### src/core/rst_sys_regs.svh
// Register offsets, field positions, reset values and timing counts
// Summary of operation
// Low reset input for minimum time resets
// Bidirectional mode drives reset line during reset
// Indication output low in every reset
// Indication stays low until end-of-init executes
// Falling NMI edge requests trap routine
// Power-down entry needs NMI low when config 0
// NMI high, config 0: power-down ignored
// Software sets oscillator-off bit when unused
// Return pin: powerdown wake and reset type
// Synchronise NMI; one trap per edge
`ifndef RST_SYS_REGS_SVH
`define RST_SYS_REGS_SVH
`define OFS_CTRL 12'h000
`define OFS_STAT 12'h004
`define OFS_CMD 12'h008
`define BIT_BIDIR 0
`define BIT_POWERDOWN_CONFIG_BIT 1
`define BIT_OSCOFF 2
`define CTRL_RST 32'h00000000
`define BIT_ST_INDIC 0
`define BIT_ST_PD 1
`define BIT_ST_ASYNC 2
`define BIT_ST_INTRST 3
`define BIT_CMD_EOI 0
`define BIT_CMD_PD 1
`define BIT_CMD_SWRST 2
`define RST_MIN_NS 100
`define RST_MIN_CYC ((`RST_MIN_NS + 3) / 4)
`define INT_RST_NS 1000
`define INT_RST_CYC ((`INT_RST_NS + 3) / 4)
`endif
### src/core/rst_sys_pkg.sv
// Types for the reset, NMI and power-down block
package rst_sys_pkg;
  typedef enum logic [1:0] {
    st_run,
    st_reset,
    st_wait_init,
    st_powerdown
  } sys_state_type;
endpackage : rst_sys_pkg

### src/core/rst_sys.sv
// Reset, NMI trap and power-down sequencing with AHB-Lite registers
//
// The AHB-Lite interface to the registers and the address map were chosen for this implementation.
`timescale 1ns/1ps
`include "rst_sys_regs.svh"
module rst_sys #(
  parameter int RST_MIN = `RST_MIN_CYC,
  parameter int INT_RST = `INT_RST_CYC
) (
  input wire logic core_clk,
  input wire logic resetn,
  input wire logic hsel,
  input wire logic [11:0] haddr,
  input wire logic [1:0] htrans,
  input wire logic hwrite,
  input wire logic [2:0] hsize,
  input wire logic [31:0] hwdata,
  input wire logic hready,
  output logic [31:0] hrdata,
  output logic hreadyout,
  output logic hresp,
  input wire logic reset_in_n_i,
  output logic reset_in_n_o,
  output logic reset_in_n_oe,
  output logic reset_indication_out_n,
  input wire logic nmi_n,
  output logic nmi_trap_req,
  input wire logic end_of_init_instr,
  input wire logic powerdown_instr,
  input wire logic powerdown_return_pin,
  output logic powerdown_active,
  output logic async_reset_sel,
  output logic slow_osc_off,
  input wire logic wdt_reset
);
  // ----------------------------------------------------------------
  // Reset release
  // ----------------------------------------------------------------
  logic rst_s1_q, rst_n_q;
  always_ff @(posedge core_clk or negedge resetn) begin
    if (!resetn) begin
      rst_s1_q <= 1'b0;
      rst_n_q <= 1'b0;
    end else begin
      rst_s1_q <= 1'b1;
      rst_n_q <= rst_s1_q;
    end
  end

  // ----------------------------------------------------------------
  // Bus slave
  // ----------------------------------------------------------------
  logic ph_wr_q, ph_rd_q;
  logic [11:0] ph_addr_q;
  logic [31:0] ctrl_q;
  logic cmd_eoi, cmd_pd, cmd_swrst;
  logic [31:0] stat;
  rst_sys_pkg::sys_state_type state_q;
  logic pin_rst;
  wire take = hsel && hready && htrans[1];
  always_ff @(posedge core_clk or negedge rst_n_q) begin
    if (!rst_n_q) begin
      ph_wr_q <= 1'b0;
      ph_rd_q <= 1'b0;
      ph_addr_q <= 12'h000;
    end else begin
      ph_wr_q <= take && hwrite;
      ph_rd_q <= take && !hwrite;
      ph_addr_q <= haddr;
    end
  end
  // Zero-wait slave, every transfer answered OKAY
  assign hreadyout = 1'b1;
  assign hresp = 1'b0;
  always_ff @(posedge core_clk or negedge rst_n_q) begin
    if (!rst_n_q) begin
      ctrl_q <= `CTRL_RST;
    end else if (ph_wr_q && ph_addr_q == `OFS_CTRL) begin
      // oscillator-off bit
      ctrl_q <= {29'h0, hwdata[2:0]};
    end
  end
  assign cmd_eoi = ph_wr_q && ph_addr_q == `OFS_CMD && hwdata[`BIT_CMD_EOI];
  assign cmd_pd = ph_wr_q && ph_addr_q == `OFS_CMD && hwdata[`BIT_CMD_PD];
  assign cmd_swrst = ph_wr_q && ph_addr_q == `OFS_CMD
                     && hwdata[`BIT_CMD_SWRST];
  always_comb begin
    stat = 32'h0;
    stat[`BIT_ST_INDIC] = reset_indication_out_n;
    stat[`BIT_ST_PD] = powerdown_active;
    stat[`BIT_ST_ASYNC] = async_reset_sel;
    stat[`BIT_ST_INTRST] = (state_q == rst_sys_pkg::st_reset);
  end
  always_ff @(posedge core_clk or negedge rst_n_q) begin
    if (!rst_n_q) begin
      hrdata <= 32'h0;
    end else if (take && !hwrite) begin
      case (haddr)
        `OFS_CTRL: begin
          // Forward a write still in its data phase
          if (ph_wr_q && ph_addr_q == `OFS_CTRL) begin
            hrdata <= {29'h0, hwdata[2:0]};
          end else begin
            hrdata <= ctrl_q;
          end
        end
        `OFS_STAT: hrdata <= stat;
        default: hrdata <= 32'h0;
      endcase
    end
  end
  assign slow_osc_off = ctrl_q[`BIT_OSCOFF];

  // ----------------------------------------------------------------
  // Reset input filter
  // ----------------------------------------------------------------
  // The count is held at zero while the device drives the pin itself, so its own
  // reset pulse is never taken for an external one
  logic [15:0] low_cnt_q;
  always_ff @(posedge core_clk or negedge rst_n_q) begin
    if (!rst_n_q) begin
      low_cnt_q <= 16'h0;
    end else if (reset_in_n_i || reset_in_n_oe) begin
      low_cnt_q <= 16'h0;
    end else if (low_cnt_q != 16'(RST_MIN)) begin
      low_cnt_q <= low_cnt_q + 16'h1;
    end
  end
  // minimum low time
  assign pin_rst = low_cnt_q == 16'(RST_MIN);
  // reset type select
  always_ff @(posedge core_clk or negedge rst_n_q) begin
    if (!rst_n_q) begin
      async_reset_sel <= 1'b0;
    end else begin
      async_reset_sel <= powerdown_return_pin;
    end
  end

  // ----------------------------------------------------------------
  // Sequencer
  // ----------------------------------------------------------------
  logic [15:0] seq_cnt_q;
  logic nmi_s1_q, nmi_s2_q, nmi_prev_q;
  always_ff @(posedge core_clk or negedge rst_n_q) begin
    if (!rst_n_q) begin
      state_q <= rst_sys_pkg::st_reset;
      seq_cnt_q <= 16'h0;
    end else if (pin_rst || cmd_swrst || wdt_reset) begin
      state_q <= rst_sys_pkg::st_reset;
      seq_cnt_q <= 16'h0;
    end else begin
      case (state_q)
        rst_sys_pkg::st_reset: begin
          if (seq_cnt_q == 16'(INT_RST)) begin
            state_q <= rst_sys_pkg::st_wait_init;
          end else begin
            seq_cnt_q <= seq_cnt_q + 16'h1;
          end
        end
        rst_sys_pkg::st_wait_init: begin
          // release on end-of-init
          if (end_of_init_instr || cmd_eoi) begin
            state_q <= rst_sys_pkg::st_run;
          end
        end
        rst_sys_pkg::st_run: begin
          // entry gated by NMI when config 0
          if ((powerdown_instr || cmd_pd)
              && (ctrl_q[`BIT_POWERDOWN_CONFIG_BIT] || !nmi_s2_q)) begin
            state_q <= rst_sys_pkg::st_powerdown;
          end
        end
        rst_sys_pkg::st_powerdown: begin
          // wake on return pin when config 1
          if (ctrl_q[`BIT_POWERDOWN_CONFIG_BIT] && !powerdown_return_pin) begin
            state_q <= rst_sys_pkg::st_run;
          end
        end
        default: state_q <= rst_sys_pkg::st_reset;
      endcase
    end
  end
  // drive reset line in bidirectional mode
  assign reset_in_n_oe = ctrl_q[`BIT_BIDIR]
                         && state_q == rst_sys_pkg::st_reset;
  assign reset_in_n_o = 1'b0;
  // low during any reset
  // Falls on the edge that enters reset, so the pin is never driven
  // while the indication still shows run
  always_ff @(posedge core_clk or negedge rst_n_q) begin
    if (!rst_n_q) begin
      reset_indication_out_n <= 1'b0;
    end else if (pin_rst || cmd_swrst || wdt_reset) begin
      reset_indication_out_n <= 1'b0;
    end else if (state_q == rst_sys_pkg::st_wait_init
                 && (end_of_init_instr || cmd_eoi)) begin
      // released with the sequencer
      reset_indication_out_n <= 1'b1;
    end
  end
  assign powerdown_active = state_q == rst_sys_pkg::st_powerdown;

  // ----------------------------------------------------------------
  // NMI edge detect
  // ----------------------------------------------------------------
  // synchronise NMI
  always_ff @(posedge core_clk or negedge rst_n_q) begin
    if (!rst_n_q) begin
      nmi_s1_q <= 1'b1;
      nmi_s2_q <= 1'b1;
      nmi_prev_q <= 1'b1;
    end else begin
      nmi_s1_q <= nmi_n;
      nmi_s2_q <= nmi_s1_q;
      nmi_prev_q <= nmi_s2_q;
    end
  end
  // one trap per falling edge
  always_ff @(posedge core_clk or negedge rst_n_q) begin
    if (!rst_n_q) begin
      nmi_trap_req <= 1'b0;
    end else begin
      nmi_trap_req <= nmi_prev_q && !nmi_s2_q;
    end
  end
endmodule : rst_sys

### config.mk
export PLATFORM = sky130hd
export DESIGN_NAME = rst_sys
export DESIGN_NICKNAME = d
export VERILOG_FILES = /design/src/core/rst_sys_pkg.sv /design/src/core/rst_sys.sv
export VERILOG_INCLUDE_DIRS = /design/src /design/src/core
export SDC_FILE = /design/constraint.sdc
export NUM_CORES = 1
export LEC_CHECK = 0
export BUFFER_PORTS_ARGS = -buffer_cell sky130_fd_sc_hd__buf_2
export CAP_MARGIN = 30
export CORE_UTILIZATION = 54
export DETAILED_ROUTE_END_ITERATION = 10
export HOLD_SLACK_MARGIN = 0.03
export MAX_ROUTING_LAYER = met4
export PLACE_DENSITY = 0.79
export SYNTH_ARGS = -nofsm -noshare
export SYNTH_HDL_FRONTEND = slang
export SYNTH_SLANG_ARGS = --single-unit
### constraint.sdc
create_clock -name core_clk -period 4.1 [get_ports core_clk]
set_input_delay 0.41 -clock core_clk [delete_from_list [all_inputs] [get_ports core_clk]]
set_output_delay 0.41 -clock core_clk [all_outputs]
set_load 0.005 [all_outputs]
==> impl_metrics.toml <==
[grt]
use_met2 = 0.393
grt_pass1_vias = 3899
grt_start_max_net_pins = 47
most_used_layer_global_route = "met2"
overall_fraction_of_global_route_tracks_in_use = 0.250
met3_usage = 0.0698
fraction_of_met1_tracks_used_by_global_routing = 0.311
grt_antenna_before_repair = 0
global_route_wire_length_before_repair_mm = 18.1
grt_overflow_total = 0

[cts]
insertion_delay_ns = 0.51
ctsHtreeMaxLevel = 4
cts.reportedPaths.clkPinSlew_ns = 0.06
cts-resized-gates = 0
tritoncts_clock_tree = "built"
cts_post_setup_buffers_inserted = 0
cts_inserted_buffers = 17
maximum_root_to_sink_buffer_count = 2
cts-root-buf = "sky130_fd_sc_hd__clkbuf_8"
cts.sink_count = 119

[pwr]
pwr-share-comb = 0.030
power_density_nw_per_um2 = 445
seq_power_share = 0.456
p_int_mw = 2.05
pwr-share-clk = 0.514
swShare = 0.229
power_switching_uw = 610
vdd_ir_drop_max_mv = 0.303
leakage_nw = 2.99

[status]
outcome = "finished, final reports clean"

[synth]
synth_most_common_cell = "sky130_fd_sc_hd__dfrtp_1"
synth_area_per_cell_um2 = 10.8
synth-seq-area-share = 0.610
synthTopCellsByArea = "sky130_fd_sc_hd__dfrtp_1 (59%), sky130_fd_sc_hd__nand2_1 (4.5%), sky130_fd_sc_hd__inv_1 (3.0%)"
ys_dominant_reg_cell = "sky130_fd_sc_hd__dfrtp_1"
yosys_register_bits = 119
synth_cell_type_count = 53
netlist.area_leader.share = 0.589
syn-cell-area_um2 = 4890
synth_edf_count = 0
ys_top_cells_by_count = "sky130_fd_sc_hd__dfrtp_1 (115), sky130_fd_sc_hd__nand2_1 (58), sky130_fd_sc_hd__inv_1 (39)"
synth-async-reset-ratio = 1.00
synth_top_cell_by_area = "sky130_fd_sc_hd__dfrtp_1"
synth_warnings = 0
post_synth_inst_count = 454

[setup_path]
crit-reg2reg-launch = "ph_addr_q[7]$_DFF_PN0_"
critPathTopFamily = "flip-flops"
slowest_stage = "sky130_fd_sc_hd__dfstp_2"
timing.rr.end = "hrdata[2]$_DFFE_PN0P_"
timing.critical_path.arrival_ns = 1.90
critical_path.startpoint_type = "flop"
critPathKind = "flop to primary output"
timing.reg2reg.worst_path_depth = 4
endpoint_kind = "primary output"
path_buf_inv = 1
r2r_slack_ns = 1.92
timing.critical_path.cells = "nor2b_1, and2_1, buf_2"
critical-path-max-stage-delay_ns = 0.64
worst-endpoint-required_ns = 3.69
worst-path-max-fanout = 11

[route]
drtPass1Iterations = 5
detail-route-antenna-nets = 0
route.detailed.drc = 0
drt_wl_total_mm = 10.3
first_iter_violations = 173
wl_per_cell_um = 15.6
detail_route.vias_per_cell = 5.59
vias = 3687

[timing]
finalSetupTns_ns = 0
hold_violations = 0
fmaxAchievable_ghz = 0.432
finalSetupViolations = 0
clock-skew-final_ns = 0.0109
period_minus_slack_ns = 2.31
grt_setup_unrepaired = "false"
timing.max_slew.rel_slack = 0.576
drv_slew = 0
final.setup.worst_slack_ns = 1.79
max_slew.worst_pin.slew_ns = 0.630
final_min_period_over_clock_period = 0.564

[flow_run]
maxCapViolations = 0

[die]
ioPinCount = 101
starting_density_of_the_core = 0.560
placementRows = 34
horizontal_extent_of_the_die_um = 97.1
die_area_um2 = 9440
fp.dieH_um = 97.1
core_area_um2 = 8720

[placement]
detailed_place_hpwl_mm = 6.37
post-place-ws_ns = 1.92
placedCellCount = 613
gpl.final_weighted_congestion = 0.812
postPlaceCellArea_um2 = 5290
number_of_buffers_inserted_by_port_buffering = 64

[final_layout]
drive_gt1_frac = 0.221
filler_cell_count = 609
finish.instance_area_um2 = 5980
nNetsFinal = 602
antenna_cells = 0
finalCoreUtilization = 0.686
flow.area_growth_from_synthesis_pct = 22.4
final_instance_count_excl_fillers = 659

[hold_path]
holdPathStages = 1
hold_path.class = "primary input to flop"
hold_path_end = "ph_addr_q[2]$_DFF_PN0_"
min-delay-start = "haddr[2]"
flip-flops by register name (all words and copies together) (netlist names), 2 cells and up:
register	count
ctrl_q	32
state_q	2
ph_addr_q	12
hrdata	32
seq_cnt_q	16
low_cnt_q	16
metal layers:
metal	wire (um)	part of all wire	up-vias
met4	145	0.014	0
met1	4450	0.43	1849
met2	5140	0.50	104
met3	576	0.056	18
li1	-	-	1716
met5	0	0	-
repair_timing:
| action | 4_1_cts | 5_1_grt |
|---|---|---|
| hold buffers | 14 | 0 |
| setup endpoints to repair | 0 | 0 |
| endpoints found under the hold margin | 15 | 0 |
worst max path at each step:
stage / start / endpoint / slack, ns / cells after the start
detailed placement: ph_addr_q[7]$_DFF_PN0_ / hrdata[2]$_DFFE_PN0P_ / 1.92 / 4
CTS: state_q[0]$_DFFE_PN1P_ / reset_in_n_oe / 1.77 / 3
global route: state_q[0]$_DFFE_PN1P_ / reset_in_n_oe / 1.70 / 3
floorplan: rst_n_q$_DFF_PN0_ / async_reset_sel$_DFF_PN0_ / 0.55 / 0
finish: state_q[0]$_DFFE_PN1P_ / reset_in_n_oe / 1.79 / 3
global placement: ph_addr_q[7]$_DFF_PN0_ / hrdata[2]$_DFFE_PN0P_ / 1.95 / 4
stage by stage:
step	hold WS [ns]	power [mW]
detailed placement	0.199	1.30
CTS	0.0767	2.68
global route	0.0731	2.75
global placement	0.195	1.29
floorplan	0.114	1.27
finish	0.0946	2.66
worst reg2reg max path: cells and delay by family (launching register included):
family	cells	cell delay (ns)
simple gates	2	1.31
flops	1	0.38
mux	1	0.29
compound gates	1	0.13
placed cells by master, fill, tap and decap left out, types with 5 or more instances in the layout:
cell type and n:
sky130_fd_sc_hd__clkinvlp_4 5, sky130_fd_sc_hd__or3_1 6, sky130_fd_sc_hd__buf_2 64, sky130_fd_sc_hd__dlygate4sd3_1 14
sky130_fd_sc_hd__dfrtp_1 114, sky130_fd_sc_hd__xnor2_1 11, sky130_fd_sc_hd__o21ai_0 7, sky130_fd_sc_hd__clkbuf_16 16
sky130_fd_sc_hd__nand2_1 58, sky130_fd_sc_hd__inv_1 39, sky130_fd_sc_hd__nor4_1 12, sky130_fd_sc_hd__nor3_1 7
sky130_fd_sc_hd__nand2_2 8, sky130_fd_sc_hd__nand3_1 13, sky130_fd_sc_hd__nand4_1 13, sky130_fd_sc_hd__o21ai_1 29
sky130_fd_sc_hd__nor2_1 26, sky130_fd_sc_hd__a21oi_1 10, sky130_fd_sc_hd__xor2_1 11, sky130_fd_sc_hd__nand2b_1 5
sky130_fd_sc_hd__and4_1 7
power by group through the flow:
stage / Combinational (mW) / Clock (mW) / Sequential [mW]
floorplan: 0.0286 / 0 / 1.24
global placement: 0.0558 / 0 / 1.24
detailed placement: 0.0693 / 0 / 1.23
CTS: 0.0804 / 1.38 / 1.21
global route: 0.0902 / 1.44 / 1.22
finish: 0.0797 / 1.37 / 1.21
area by class of cell:
cell class | count | area (um2) | area share
clock buffers | 19 | 432 | 0.0722
well taps | 108 | 135 | 0.0226
multi-input cells | 278 | 1650 | 0.275
flip-flops and latches | 119 | 2990 | 0.499
repair buffers | 83 | 510 | 0.0853
inverters | 39 | 146 | 0.0245
clock inverters | 13 | 125 | 0.0209
cell families after synthesis:
logic type,Yosys count,share of synthesized area
AOI/OAI and AO/OA,60,0.0717
adders and majority gates,4,0.0102
and+or+nand+nor,185,0.204
muxes,3,0.00870
DFF,119,0.610
xor gates and xnor gates,22,0.0394
buffers and inverters,59,0.0543
other,2,0.00154
Power figures use the tool's default switching activity.
